[config.mk]
export PLATFORM = sky130hd
export DESIGN_NAME = keypad_level_wakeup_input
export DESIGN_NICKNAME = d
export VERILOG_FILES = /design/src/shared/keypad_pkg.sv /design/src/verilog/keypad_level_wakeup_input.sv
export SDC_FILE = /design/constraint.sdc
export NUM_CORES = 1
export LEC_CHECK = 0
export ABC_CLOCK_PERIOD_IN_PS = 1800
export BUFFER_PORTS_ARGS = -buffer_cell sky130_fd_sc_hd__buf_4
export CORE_ASPECT_RATIO = 0.9
export CORE_MARGIN = 2
export CORE_UTILIZATION = 35
export CTS_CLUSTER_SIZE = 25
export DETAILED_ROUTE_END_ITERATION = 8
export PLACE_DENSITY = 0.66
export RECOVER_POWER = 25
export SETUP_SLACK_MARGIN = 0.15
export SLEW_MARGIN = 10
export SYNTH_ARGS = -nofsm -noshare
export SYNTH_HDL_FRONTEND = slang
export SYNTH_SLANG_ARGS = --single-unit
[constraint.sdc]
create_clock -name mclk -period 1.8 [get_ports mclk]
set_clock_uncertainty 0.1 [all_clocks]
set_input_delay 0.27 -clock mclk [delete_from_list [all_inputs] [get_ports mclk]]
set_output_delay 0.27 -clock mclk [all_outputs]
set_load 0.02 [all_outputs]
[src/shared/keypad_pkg.sv]
// Package: register map, field positions and reset values of the keypad input
package keypad_pkg;

  // ---------------------------------------------------------------
  // Register offsets on the special function register port
  // ---------------------------------------------------------------
  localparam logic [7:0] AUX_CTRL_ADDR = 8'h90;
  localparam logic [7:0] KEY_CTRL_ADDR = 8'hA3;
  localparam logic [7:0] KEY_STAT_ADDR = 8'hA4;

  // ---------------------------------------------------------------
  // Field positions
  // ---------------------------------------------------------------
  localparam int AUX_KEY_PIN_BIT = 0;
  localparam int CTRL_LEVEL_BIT = 4;
  localparam int CTRL_MASK_BIT = 0;
  localparam int STAT_PDE_BIT = 7;
  localparam int STAT_FLAG_BIT = 0;

  // ---------------------------------------------------------------
  // Reset values
  // ---------------------------------------------------------------
  localparam logic [7:0] AUX_CTRL_RESET = 8'hFF;
  localparam logic [7:0] KEY_CTRL_RESET = 8'h0F;
  localparam logic [7:0] KEY_STAT_RESET = 8'h00;
  localparam logic [7:0] STAT_RESERVED_MASK = 8'h7E;

  // ---------------------------------------------------------------
  // Synchroniser depth while clocks run
  // ---------------------------------------------------------------
  localparam int SYNC_STAGES = 2;

  // ---------------------------------------------------------------
  // Carrier for one register access from the core
  // ---------------------------------------------------------------
  typedef struct packed {
    logic [7:0] addr;
    logic [7:0] wrData;
    logic wr;
    logic rd;
  } sfr_req_s;

endpackage

[src/verilog/keypad_level_wakeup_input.sv]
// Design: single keypad input with level detection, status flag and wake-up
//
// Contract
// - Level-select 1 detects high, 0 detects low
// - Hardware sets flag while input matches level
// - Reading status register clears the flag
// - Flag set requests keyboard interrupt
// - Mask bit 1 blocks the interrupt
// - Global enable gates keyboard interrupt entirely
// - Power-down exit enable permits power-down wake
// - Key event also wakes from idle
// - Power-down detection is asynchronous, spurious wakes possible
// - Status bits 6..1 always read zero
// - Control register resets to 0000 1111
// - Status register resets to all zeros
`timescale 1ns/100ps

module keypad_level_wakeup_input (
  input wire logic mclk,
  input wire logic reset_n,
  input wire keypad_pkg::sfr_req_s sfrReq,
  output logic [7:0] sfrRdData,
  input wire logic keyInputPin,
  input wire logic keypadIrqGlobalEnable,
  input wire logic powerDownActive,
  output logic keypadIrq,
  output logic wakeFromIdle,
  output logic wakeFromPowerDown
);

  // ---------------------------------------------------------------
  // Register state
  // ---------------------------------------------------------------
  logic [7:0] keypadControl_r;
  logic [7:0] keypadControl_nxt;
  logic keyPowerdownExitEnable_r;
  logic keyPowerdownExitEnable_nxt;
  logic keyInputFlag_r;
  logic keyInputFlag_nxt;
  logic [7:1] auxUpper_r;
  logic [7:1] auxUpper_nxt;
  logic [7:0] sfrRdData_nxt;
  logic [keypad_pkg::SYNC_STAGES-1:0] keySync_r;

  // ---------------------------------------------------------------
  // Address decode
  // ---------------------------------------------------------------
  wire logic selAux = (sfrReq.addr == keypad_pkg::AUX_CTRL_ADDR);
  wire logic selCtrl = (sfrReq.addr == keypad_pkg::KEY_CTRL_ADDR);
  wire logic selStat = (sfrReq.addr == keypad_pkg::KEY_STAT_ADDR);
  wire logic wrAux = sfrReq.wr & selAux;
  wire logic wrCtrl = sfrReq.wr & selCtrl;
  wire logic wrStat = sfrReq.wr & selStat;
  wire logic rdStat = sfrReq.rd & selStat;

  // ---------------------------------------------------------------
  // Control fields
  // ---------------------------------------------------------------
  wire logic keyLevelSelect = keypadControl_r[keypad_pkg::CTRL_LEVEL_BIT];
  wire logic keyIrqMask = keypadControl_r[keypad_pkg::CTRL_MASK_BIT];

  // ---------------------------------------------------------------
  // Level detection
  // ---------------------------------------------------------------
  // Only the last synchroniser stage is compared; the first stage may be metastable
  wire logic keySynced = keySync_r[keypad_pkg::SYNC_STAGES-1];
  wire logic levelMatchSync = (keySynced == keyLevelSelect);
  // Raw compare for power-down, where no clock edge will come to sample
  wire logic levelMatchRaw = (keyInputPin == keyLevelSelect);

  // ---------------------------------------------------------------
  // Status byte assembled for reads; bits 6..1 are forced to zero
  // ---------------------------------------------------------------
  wire logic [7:0] statusView = {keyPowerdownExitEnable_r, 6'h00, keyInputFlag_r};
  wire logic [7:0] auxView = {auxUpper_r, keySynced};

  // ---------------------------------------------------------------
  // Interrupt and wake-up
  // ---------------------------------------------------------------
  // Level request: stays up while the flag is set, unmasked and globally enabled
  wire logic irqAllowed = ~keyIrqMask & keypadIrqGlobalEnable;
  assign keypadIrq = keyInputFlag_r & irqAllowed;
  // Idle keeps the clock alive, so the registered request is enough
  assign wakeFromIdle = keypadIrq;
  // Power-down stops mclk: the pin is watched combinationally, so a
  // bounce can wake the core with no key stored; firmware must recheck
  assign wakeFromPowerDown = powerDownActive & keyPowerdownExitEnable_r & irqAllowed & levelMatchRaw;

  // ---------------------------------------------------------------
  // Next-state logic for the registers
  // ---------------------------------------------------------------
  // Control keeps all eight bits as written; reserved bits are the caller's duty
  assign keypadControl_nxt = wrCtrl ? sfrReq.wrData : keypadControl_r;
  assign keyPowerdownExitEnable_nxt = wrStat ? sfrReq.wrData[keypad_pkg::STAT_PDE_BIT] : keyPowerdownExitEnable_r;
  // Set wins over the read clear so a key seen during the read is kept
  assign keyInputFlag_nxt = levelMatchSync ? 1'b1 : (rdStat ? 1'b0 : keyInputFlag_r);
  // Upper auxiliary bits belong to other blocks; held here as plain storage
  assign auxUpper_nxt = wrAux ? sfrReq.wrData[7:1] : auxUpper_r;

  // ---------------------------------------------------------------
  // Read mux; unmapped addresses answer zero
  // ---------------------------------------------------------------
  assign sfrRdData_nxt = !sfrReq.rd ? sfrRdData :
                         selCtrl ? keypadControl_r :
                         selStat ? statusView :
                         selAux ? auxView : 8'h00;

  // ---------------------------------------------------------------
  // Synchroniser on the key pin
  // ---------------------------------------------------------------
  // Two flops trade one extra cycle of latency for metastability margin
  always_ff @(posedge mclk or negedge reset_n) begin
    if (!reset_n) begin
      // Preset to the pin's idle level so no false match follows reset
      keySync_r <= {keypad_pkg::SYNC_STAGES{keypad_pkg::AUX_CTRL_RESET[keypad_pkg::AUX_KEY_PIN_BIT]}};
    end else begin
      keySync_r <= {keySync_r[keypad_pkg::SYNC_STAGES-2:0], keyInputPin};
    end
  end

  // ---------------------------------------------------------------
  // Control and auxiliary registers
  // ---------------------------------------------------------------
  always_ff @(posedge mclk or negedge reset_n) begin
    if (!reset_n) begin
      keypadControl_r <= keypad_pkg::KEY_CTRL_RESET;
      auxUpper_r <= keypad_pkg::AUX_CTRL_RESET[7:1];
    end else begin
      keypadControl_r <= keypadControl_nxt;
      auxUpper_r <= auxUpper_nxt;
    end
  end

  // ---------------------------------------------------------------
  // Status register
  // ---------------------------------------------------------------
  always_ff @(posedge mclk or negedge reset_n) begin
    if (!reset_n) begin
      keyPowerdownExitEnable_r <= keypad_pkg::KEY_STAT_RESET[keypad_pkg::STAT_PDE_BIT];
      keyInputFlag_r <= keypad_pkg::KEY_STAT_RESET[keypad_pkg::STAT_FLAG_BIT];
    end else begin
      keyPowerdownExitEnable_r <= keyPowerdownExitEnable_nxt;
      keyInputFlag_r <= keyInputFlag_nxt;
    end
  end

  // ---------------------------------------------------------------
  // Read data register
  // ---------------------------------------------------------------
  // Registered so the core sees stable data one cycle after the strobe
  always_ff @(posedge mclk or negedge reset_n) begin
    if (!reset_n) begin
      sfrRdData <= 8'h00;
    end else begin
      sfrRdData <= sfrRdData_nxt;
    end
  end

  // ---------------------------------------------------------------
  // Assertion helper: run length of the synchronised match
  // ---------------------------------------------------------------
  // Saturates at seven so a long press never wraps back to zero
  logic [2:0] matchRun_r;
  wire logic [2:0] matchRun_nxt = !levelMatchSync ? 3'h0 :
                                  (matchRun_r == 3'h7) ? matchRun_r : matchRun_r + 3'h1;

  // Counter serves the checks only; no output depends on it
  always_ff @(posedge mclk or negedge reset_n) begin
    if (!reset_n) begin
      matchRun_r <= 3'h0;
    end else begin
      matchRun_r <= matchRun_nxt;
    end
  end
endmodule

==> results of run 1 <==
-- repair_timing --
action                                  4_1_cts  5_1_grt
hold buffers                                  1        0
endpoints found under the setup margin        0        0
gates resized for setup                       0        0
setup buffers                                 0        0
endpoints found under the hold margin        14        0
-- worst max-delay path: cells and delay by family (launching register included) --
family                 cells  cell delay, ns
buffers and inverters      1            0.15
DFF                        1            0.56
and+or+nand+nor            1            0.19
-- Yosys cell counts, types with 2 or more instances --
cell	n
mux2_2	16
inv_1	2
nor2_1	9
nand2_4	2
dfrtp_1	14
o22ai_1	2
dfstp_2	13
a21oi_1	6
clkbuf_1	2
a22oi_1	8
o21ai_0	2
buf_4	2
nand2_1	3
o2bb2ai_1	2
-- flip-flops by register name (all words and copies together) (netlist names) --
signal                    cells
auxUpper_r                    7
keyInputFlag_r                1
keyPowerdownExitEnable_r      1
keySync_r                     2
keypadControl_r               8
sfrRdData                     8
-- worst min-delay path by stage --
stage / from / to / cells after the start
3_3_place_gp: reset_n / sfrRdData[4]$_DFFE_PN0P_ / 1
5_1_grt: keyInputPin / keySync_r[0]$_DFF_PN1_ / 1
2_1_floorplan: reset_n / keyInputFlag_r$_DFFE_PN0P_ / 0
3_5_place_dp: reset_n / sfrRdData[5]$_DFFE_PN0P_ / 1
6_report: keyInputPin / keySync_r[0]$_DFF_PN1_ / 1
4_1_cts: keyInputPin / keySync_r[0]$_DFF_PN1_ / 1
-- per-layer routing --
layer  share of wire [%]  up-vias  GRT usage, %
met1                  46      417          18.7
met4                   0        0          1.75
li1                    -      423             -
met3                 6.1        0          3.34
met5                   0        -             0
met2                  48       27          22.4
-- power breakdown --
part	switching [W]	total, W	internal [W]	leakage [nW]
combinational	0.0000717	0.000147	0.0000749	0.367
clock	0.000173	0.000327	0.000155	0.0255
sequential	0.0000166	0.000663	0.000646	0.315
total	0.000261	0.00114	0.000876	0.707
-- layout make-up --
type / count / share of cell area [%]
well taps: 44 / 3.46
clock inverters: 1 / 0.315
repair buffers: 37 / 17.2
multi-input cells: 62 / 32.4
flip-flops and latches: 27 / 43.5
clock buffers: 3 / 2.60
inverters: 2 / 0.472
-- per-stage QoR --
| step | instances | util, % | area [um2] |
|---|---|---|---|
| floorplan | 95 | - | 1240 |
| global placement | 171 | 45.6 | 1540 |
| detailed placement | 171 | 45.6 | 1540 |
| CTS | 176 | 47.3 | 1600 |
| global route | 176 | 47.1 | 1590 |
| finish | 176 | 47.1 | 1590 |
-- cell families (layout without fill, tap and decap cells) --
| logic type | count (synthesis) | after routing | share of synthesized area, % |
|---|---|---|---|
| AND/OR/NAND/NOR | 23 | 23 | 14.6 |
| AO/OA/AOI/OAI | 21 | 21 | 11.1 |
| flip-flops | 27 | 27 | 55.9 |
| buffers and inverters | 6 | 43 | 2.43 |
| multiplexers | 16 | 16 | 14.6 |
| XOR/XNOR | 2 | 2 | 1.42 |
==> results.toml, run 1 <==
[routing]
postRouteWirelength_um = 2390
drt-wirelength-per-cell_um = 13.6
drc_errors = 0
final_antenna_net_count = 0
vias_per_cell = 4.93
drtIter0Drc = 44
first_pass_iters = 4
num_vias = 867

[sta]
rsz0062_at_grt = "false"
worst_pin_slew_ns = 0.652
drv_slew = 0
finalCritPeriodShare_pct = 85.5
setup_slack_ns = 0.261
min_period_ns = 1.54
max_freq_mhz = 650
setup_viol = 0
whs_ns = 0.00828
tns_ns = 0
hold_viol = 0
relSlewSlack_pct = 56.5

[yosys]
async_flop_share_pct = 100
avgSynthCellArea_um2 = 13.0
ys_ff_latch = 27
ys_types = 26
ys_warn_count = 0
synth_top_area_share_pct = 28.3
synthTopCellsByArea = "dfrtp_1 28%, dfstp_2 28%, mux2_2 15%"
synth_ff_type = "dfrtp_1"
netlist_area_mm2 = 0.00124
syn-num-nets = 118
synth_cells = 95
ys_seq_area_share_pct = 55.9
synth-edff-count = 0
synth_top_cell_by_area = "dfrtp_1"

[worst_setup_path]
worst_setup_path_end_kind = "primary output"
reg2reg_slack_ns = 0.78
path_cells = "and3b_1, buf_4"
crit_fanout = 4
ff2ff_path_depth = 3
r2r-end = "sfrRdData[0]$_DFFE_PN0P_"
worstSetupEndpoint = "wakeFromIdle"
crit_type = "register to primary output"
cp.required_ns = 1.43
r2r_start = "keyInputFlag_r$_DFFE_PN0P_"
crit_path_start_kind = "register"
critical_path_arrival_ns = 1.17
startpoint = "keypadControl_r[0]$_DFFE_PN1P_"
max_stage_delay_ns = 0.56
cp_slowest_cell = "dfstp_2"

[placed_design]
port_buffers = 33
place_ws_ns = 0.172
gp_congestion = 0.815
dp_hpwl_um = 1800

[finish]
multi_input_area_um2 = 515
layout_common_cells = "34 x buf_4, 16 x mux2_2, 14 x dfrtp_1"
fill_cells = 315
layout_commonest_cell = "buf_4"
num_antenna_cells = 0
drive_gt1_share_pct = 55.3
register_area_um2 = 692
area_growth_pct = 28.5
fin_nets = 156

[power_and_ir_drop]
p_leak_nw = 0.707
power-per-cell-area_mw_per_mm2 = 715
irDropWorstVdd_mv = 0.571
total_power_w = 0.00114

[clock_network]
clock_latency_ns = 0.27
cts.path.max_buffers = 2
cts_buffers = 3
root_buffer = "clkbuf_8"
clk_pin_slew_ns = 0.08
clock_sinks = 27
htreeDepth = 1
cts_tree = "done"

[die]
die_y_um = 60.4
core.rowCount = 20
initial_utilization_pct = 36.6
die_area_mm2 = 0.00403
io_pins = 34
core_area_mm2 = 0.00338
dieWidth_um = 66.7

[status]
status = "completed"

[global_route]
grt_pass1_wl_um = 4080
grt_overflow_total = 0
grt_max_degree = 28
antenna_found_initial = 0
grt_pass1_vias = 855
grt_usage_pct = 13.5

[min_path]
hold_class = "input pin to register"

[job]
drv_cap = 0
No activity file was read; power rests on OpenSTA's default activity.
==> run 2: changes to the inputs <==
--- a/config.mk
+++ b/config.mk
@@ -5,6 +5,7 @@
 export SDC_FILE = /design/constraint.sdc
 export NUM_CORES = 1
 export LEC_CHECK = 0
+export ABC_AREA = 1
 export ABC_CLOCK_PERIOD_IN_PS = 1800
 export BUFFER_PORTS_ARGS = -buffer_cell sky130_fd_sc_hd__buf_4
 export CORE_ASPECT_RATIO = 0.9
@@ -12,7 +13,7 @@
 export CORE_UTILIZATION = 35
 export CTS_CLUSTER_SIZE = 25
 export DETAILED_ROUTE_END_ITERATION = 8
-export PLACE_DENSITY = 0.66
+export PLACE_DENSITY = 0.65
 export RECOVER_POWER = 25
 export SETUP_SLACK_MARGIN = 0.15
 export SLEW_MARGIN = 10
==> results.toml, run 2 <==
[sta]
hold_viol = 1
tns_ns = 0
setup_viol = 0
rsz0062_at_grt = "false"
min_period_ns = 1.53
worst_pin_slew_ns = 0.637
whs_ns = -0.00551
max_freq_mhz = 654
drv_slew = 0
finalCritPeriodShare_pct = 84.9
relSlewSlack_pct = 57.5

[worst_setup_path]
path_cells = "xor2_1, nor3_1, buf_4"
crit_path_start_kind = "register"
cp_slowest_cell = "dfrtp_1"
crit_type = "register to primary output"
crit_fanout = 3
cp.required_ns = 1.43
critical_path_arrival_ns = 1.16
worst_setup_path_end_kind = "primary output"
max_stage_delay_ns = 0.42

[routing]
drtIter0Drc = 80
postRouteWirelength_um = 2880
drc_errors = 0
num_vias = 1129
final_antenna_net_count = 0
vias_per_cell = 4.63
first_pass_iters = 4
drt-wirelength-per-cell_um = 11.8

[yosys]
synthTopCellsByArea = "dfrtp_1 25%, dfstp_2 25%, nand2_1 13%"
avgSynthCellArea_um2 = 8.42
yosys-top-cells-count = "47 x nand2_1, 22 x inv_1, 16 x nand3_1"
muxShareOfSynthArea_pct = 0
synth_cells = 164
synth_xor_area_share_pct = 1.27
ys_ff_latch = 27
yosysMostFrequentCell = "nand2_1"
netlist_area_mm2 = 0.00138
synth_top_area_share_pct = 25.4
ys_types = 23
synth-compound-area-share_pct = 9.06
syn-num-nets = 187
yosys.area_share.adder_pct = 0
synth_top_family_by_area = "simple AND/OR/NAND/NOR gates"
synth_top_cell_by_area = "dfrtp_1"
synthSimpleGateAreaFrac_pct = 30.1
synth-edff-count = 0
ys_warn_count = 0
ys_seq_area_share_pct = 50.1
synth_ff_type = "dfrtp_1"
async_flop_share_pct = 100

[finish]
final_util_pct = 45.2
layout_commonest_cell = "nand2_1"
top_regs = "keypadControl_r x8, sfrRdData x8, auxUpper_r x7"
layout_common_cells = "47 x nand2_1, 31 x buf_4, 21 x inv_1"
fin_nets = 222
drive_gt1_share_pct = 35.4
num_antenna_cells = 0
area_growth_pct = 23.0

[job]
drv_cap = 0

[clock_network]
root_buffer = "clkbuf_8"
cts_tree = "done"
cts.path.max_buffers = 2
cts_buffers = 3
clock_sinks = 27
htreeDepth = 1
clock_latency_ns = 0.28
clk_pin_slew_ns = 0.09
post-cts-setup-buffers = 0

[die]
die_y_um = 63.6
initial_utilization_pct = 36.8
dieWidth_um = 70.2
core.rowCount = 21
die_area_mm2 = 0.00447
core_area_mm2 = 0.00376
io_pins = 34

[min_path]
hold_class = "input pin to register"

[global_route]
antenna_found_initial = 0
grt_max_degree = 28
grt_pass1_wl_um = 5020
grt_usage_pct = 14.3
grt_pass1_vias = 1110
grt_overflow_total = 0

[power_and_ir_drop]
irDropWorstVdd_mv = 0.277
power-per-cell-area_mw_per_mm2 = 674
p_leak_nw = 0.919
total_power_w = 0.00115

[status]
status = "finished, violations left"
failed_checks = "hold timing"

[placed_design]
port_buffers = 33
gp_congestion = 0.796
dp_hpwl_um = 2190
-- run 2: changes by cell type after synthesis, sizes merged, moves of 2 or more --
| cell | previous run | this run |
|---|---|---|
| o2bb2ai | 2 | 0 |
| a21oi | 6 | 2 |
| o22ai | 2 | 0 |
| nor3b | 2 | 0 |
| a22oi | 8 | 0 |
| inv | 2 | 25 |
| o21ai | 2 | 20 |
| nand3 | 0 | 17 |
| mux2 | 16 | 0 |
| nor2 | 9 | 11 |
| nand2 | 5 | 55 |
-- run 2: kinds of logic after synthesis --
family                 count (synthesis)
buffers and inverters                 29
flip-flops                            27
AO/OA/AOI/OAI                         22
XOR/XNOR                               2
AND/OR/NAND/NOR                       84
-- run 2: report_power, final --
group	switching [W]	internal [W]	total, W	leakage [nW]
Clock	0.000199	0.000156	0.000354	0.0255
Combinational	0.0000787	0.0000576	0.000136	0.586
Sequential	0.0000119	0.000643	0.000655	0.307
-- run 2: worst paths after layout --
path,from,to,slack (ns),cells after the start
setup / recovery,keypadControl_r[4]$_DFFE_PN0P_,wakeFromPowerDown,0.27,3
hold / removal,keyInputPin,keySync_r[0]$_DFF_PN1_,-0.006,1
setup reg to reg,auxUpper_r[4]$_DFFE_PN1P_,sfrRdData[4]$_DFFE_PN0P_,0.76,4
hold reg to reg,keySync_r[0]$_DFF_PN1_,keySync_r[1]$_DFF_PN1_,0.26,0
max in group asynchronous,reset_n,keypadControl_r[7]$_DFFE_PN0P_,0.74,2
min in group asynchronous,reset_n,keypadControl_r[6]$_DFFE_PN0P_,0.44,2
-- run 2: repair_timing --
item	CTS	global route
hold endpoints to repair	14	0
setup endpoints to repair	0	1
gates resized for setup	0	1
hold buffers	1	0
-- run 2: worst max-delay path: cells and delay by family, from the launching register on --
family	cells	cell delay, ns
simple gates	1	0.13
flops	1	0.42
xor+xnor	1	0.17
buf+inv	1	0.17
-- run 2: metrics by stage --
stage	cell area [um2]	hold slack (ns)	setup slack, ns	std cells
finish	1700	-0.00551	0.271	244
global route	1700	-0.00177	0.213	244
CTS	1710	0.00589	0.216	244
detailed placement	1650	0.103	0.309	239
global placement	1650	0.102	0.342	239
floorplan	1380	-0.126	0.422	164
-- run 2: area by class of cell --
type | count | area, um2
Inverter | 25 | 93.8
Timing Repair Buffer | 34 | 251
Sequential cell | 27 | 692
Fill cell | 385 | 2060
Clock buffer | 3 | 41.3
Clock inverter | 1 | 5.00
Multi-Input combinational cell | 108 | 558
Tap cell | 46 | 57.6
-- run 2: layer usage --
| layer | track usage, % | wire length, um | share of wire (%) | up-vias |
|---|---|---|---|---|
| li1 | - | - | - | 575 |
| met2 | 23.5 | 1340 | 46 | 27 |
| met5 | 0 | 0 | 0 | - |
| met1 | 18.7 | 1370 | 48 | 522 |
| met3 | 2.24 | 126 | 4.4 | 5 |
| met4 | 5.77 | 46 | 1.6 | 0 |
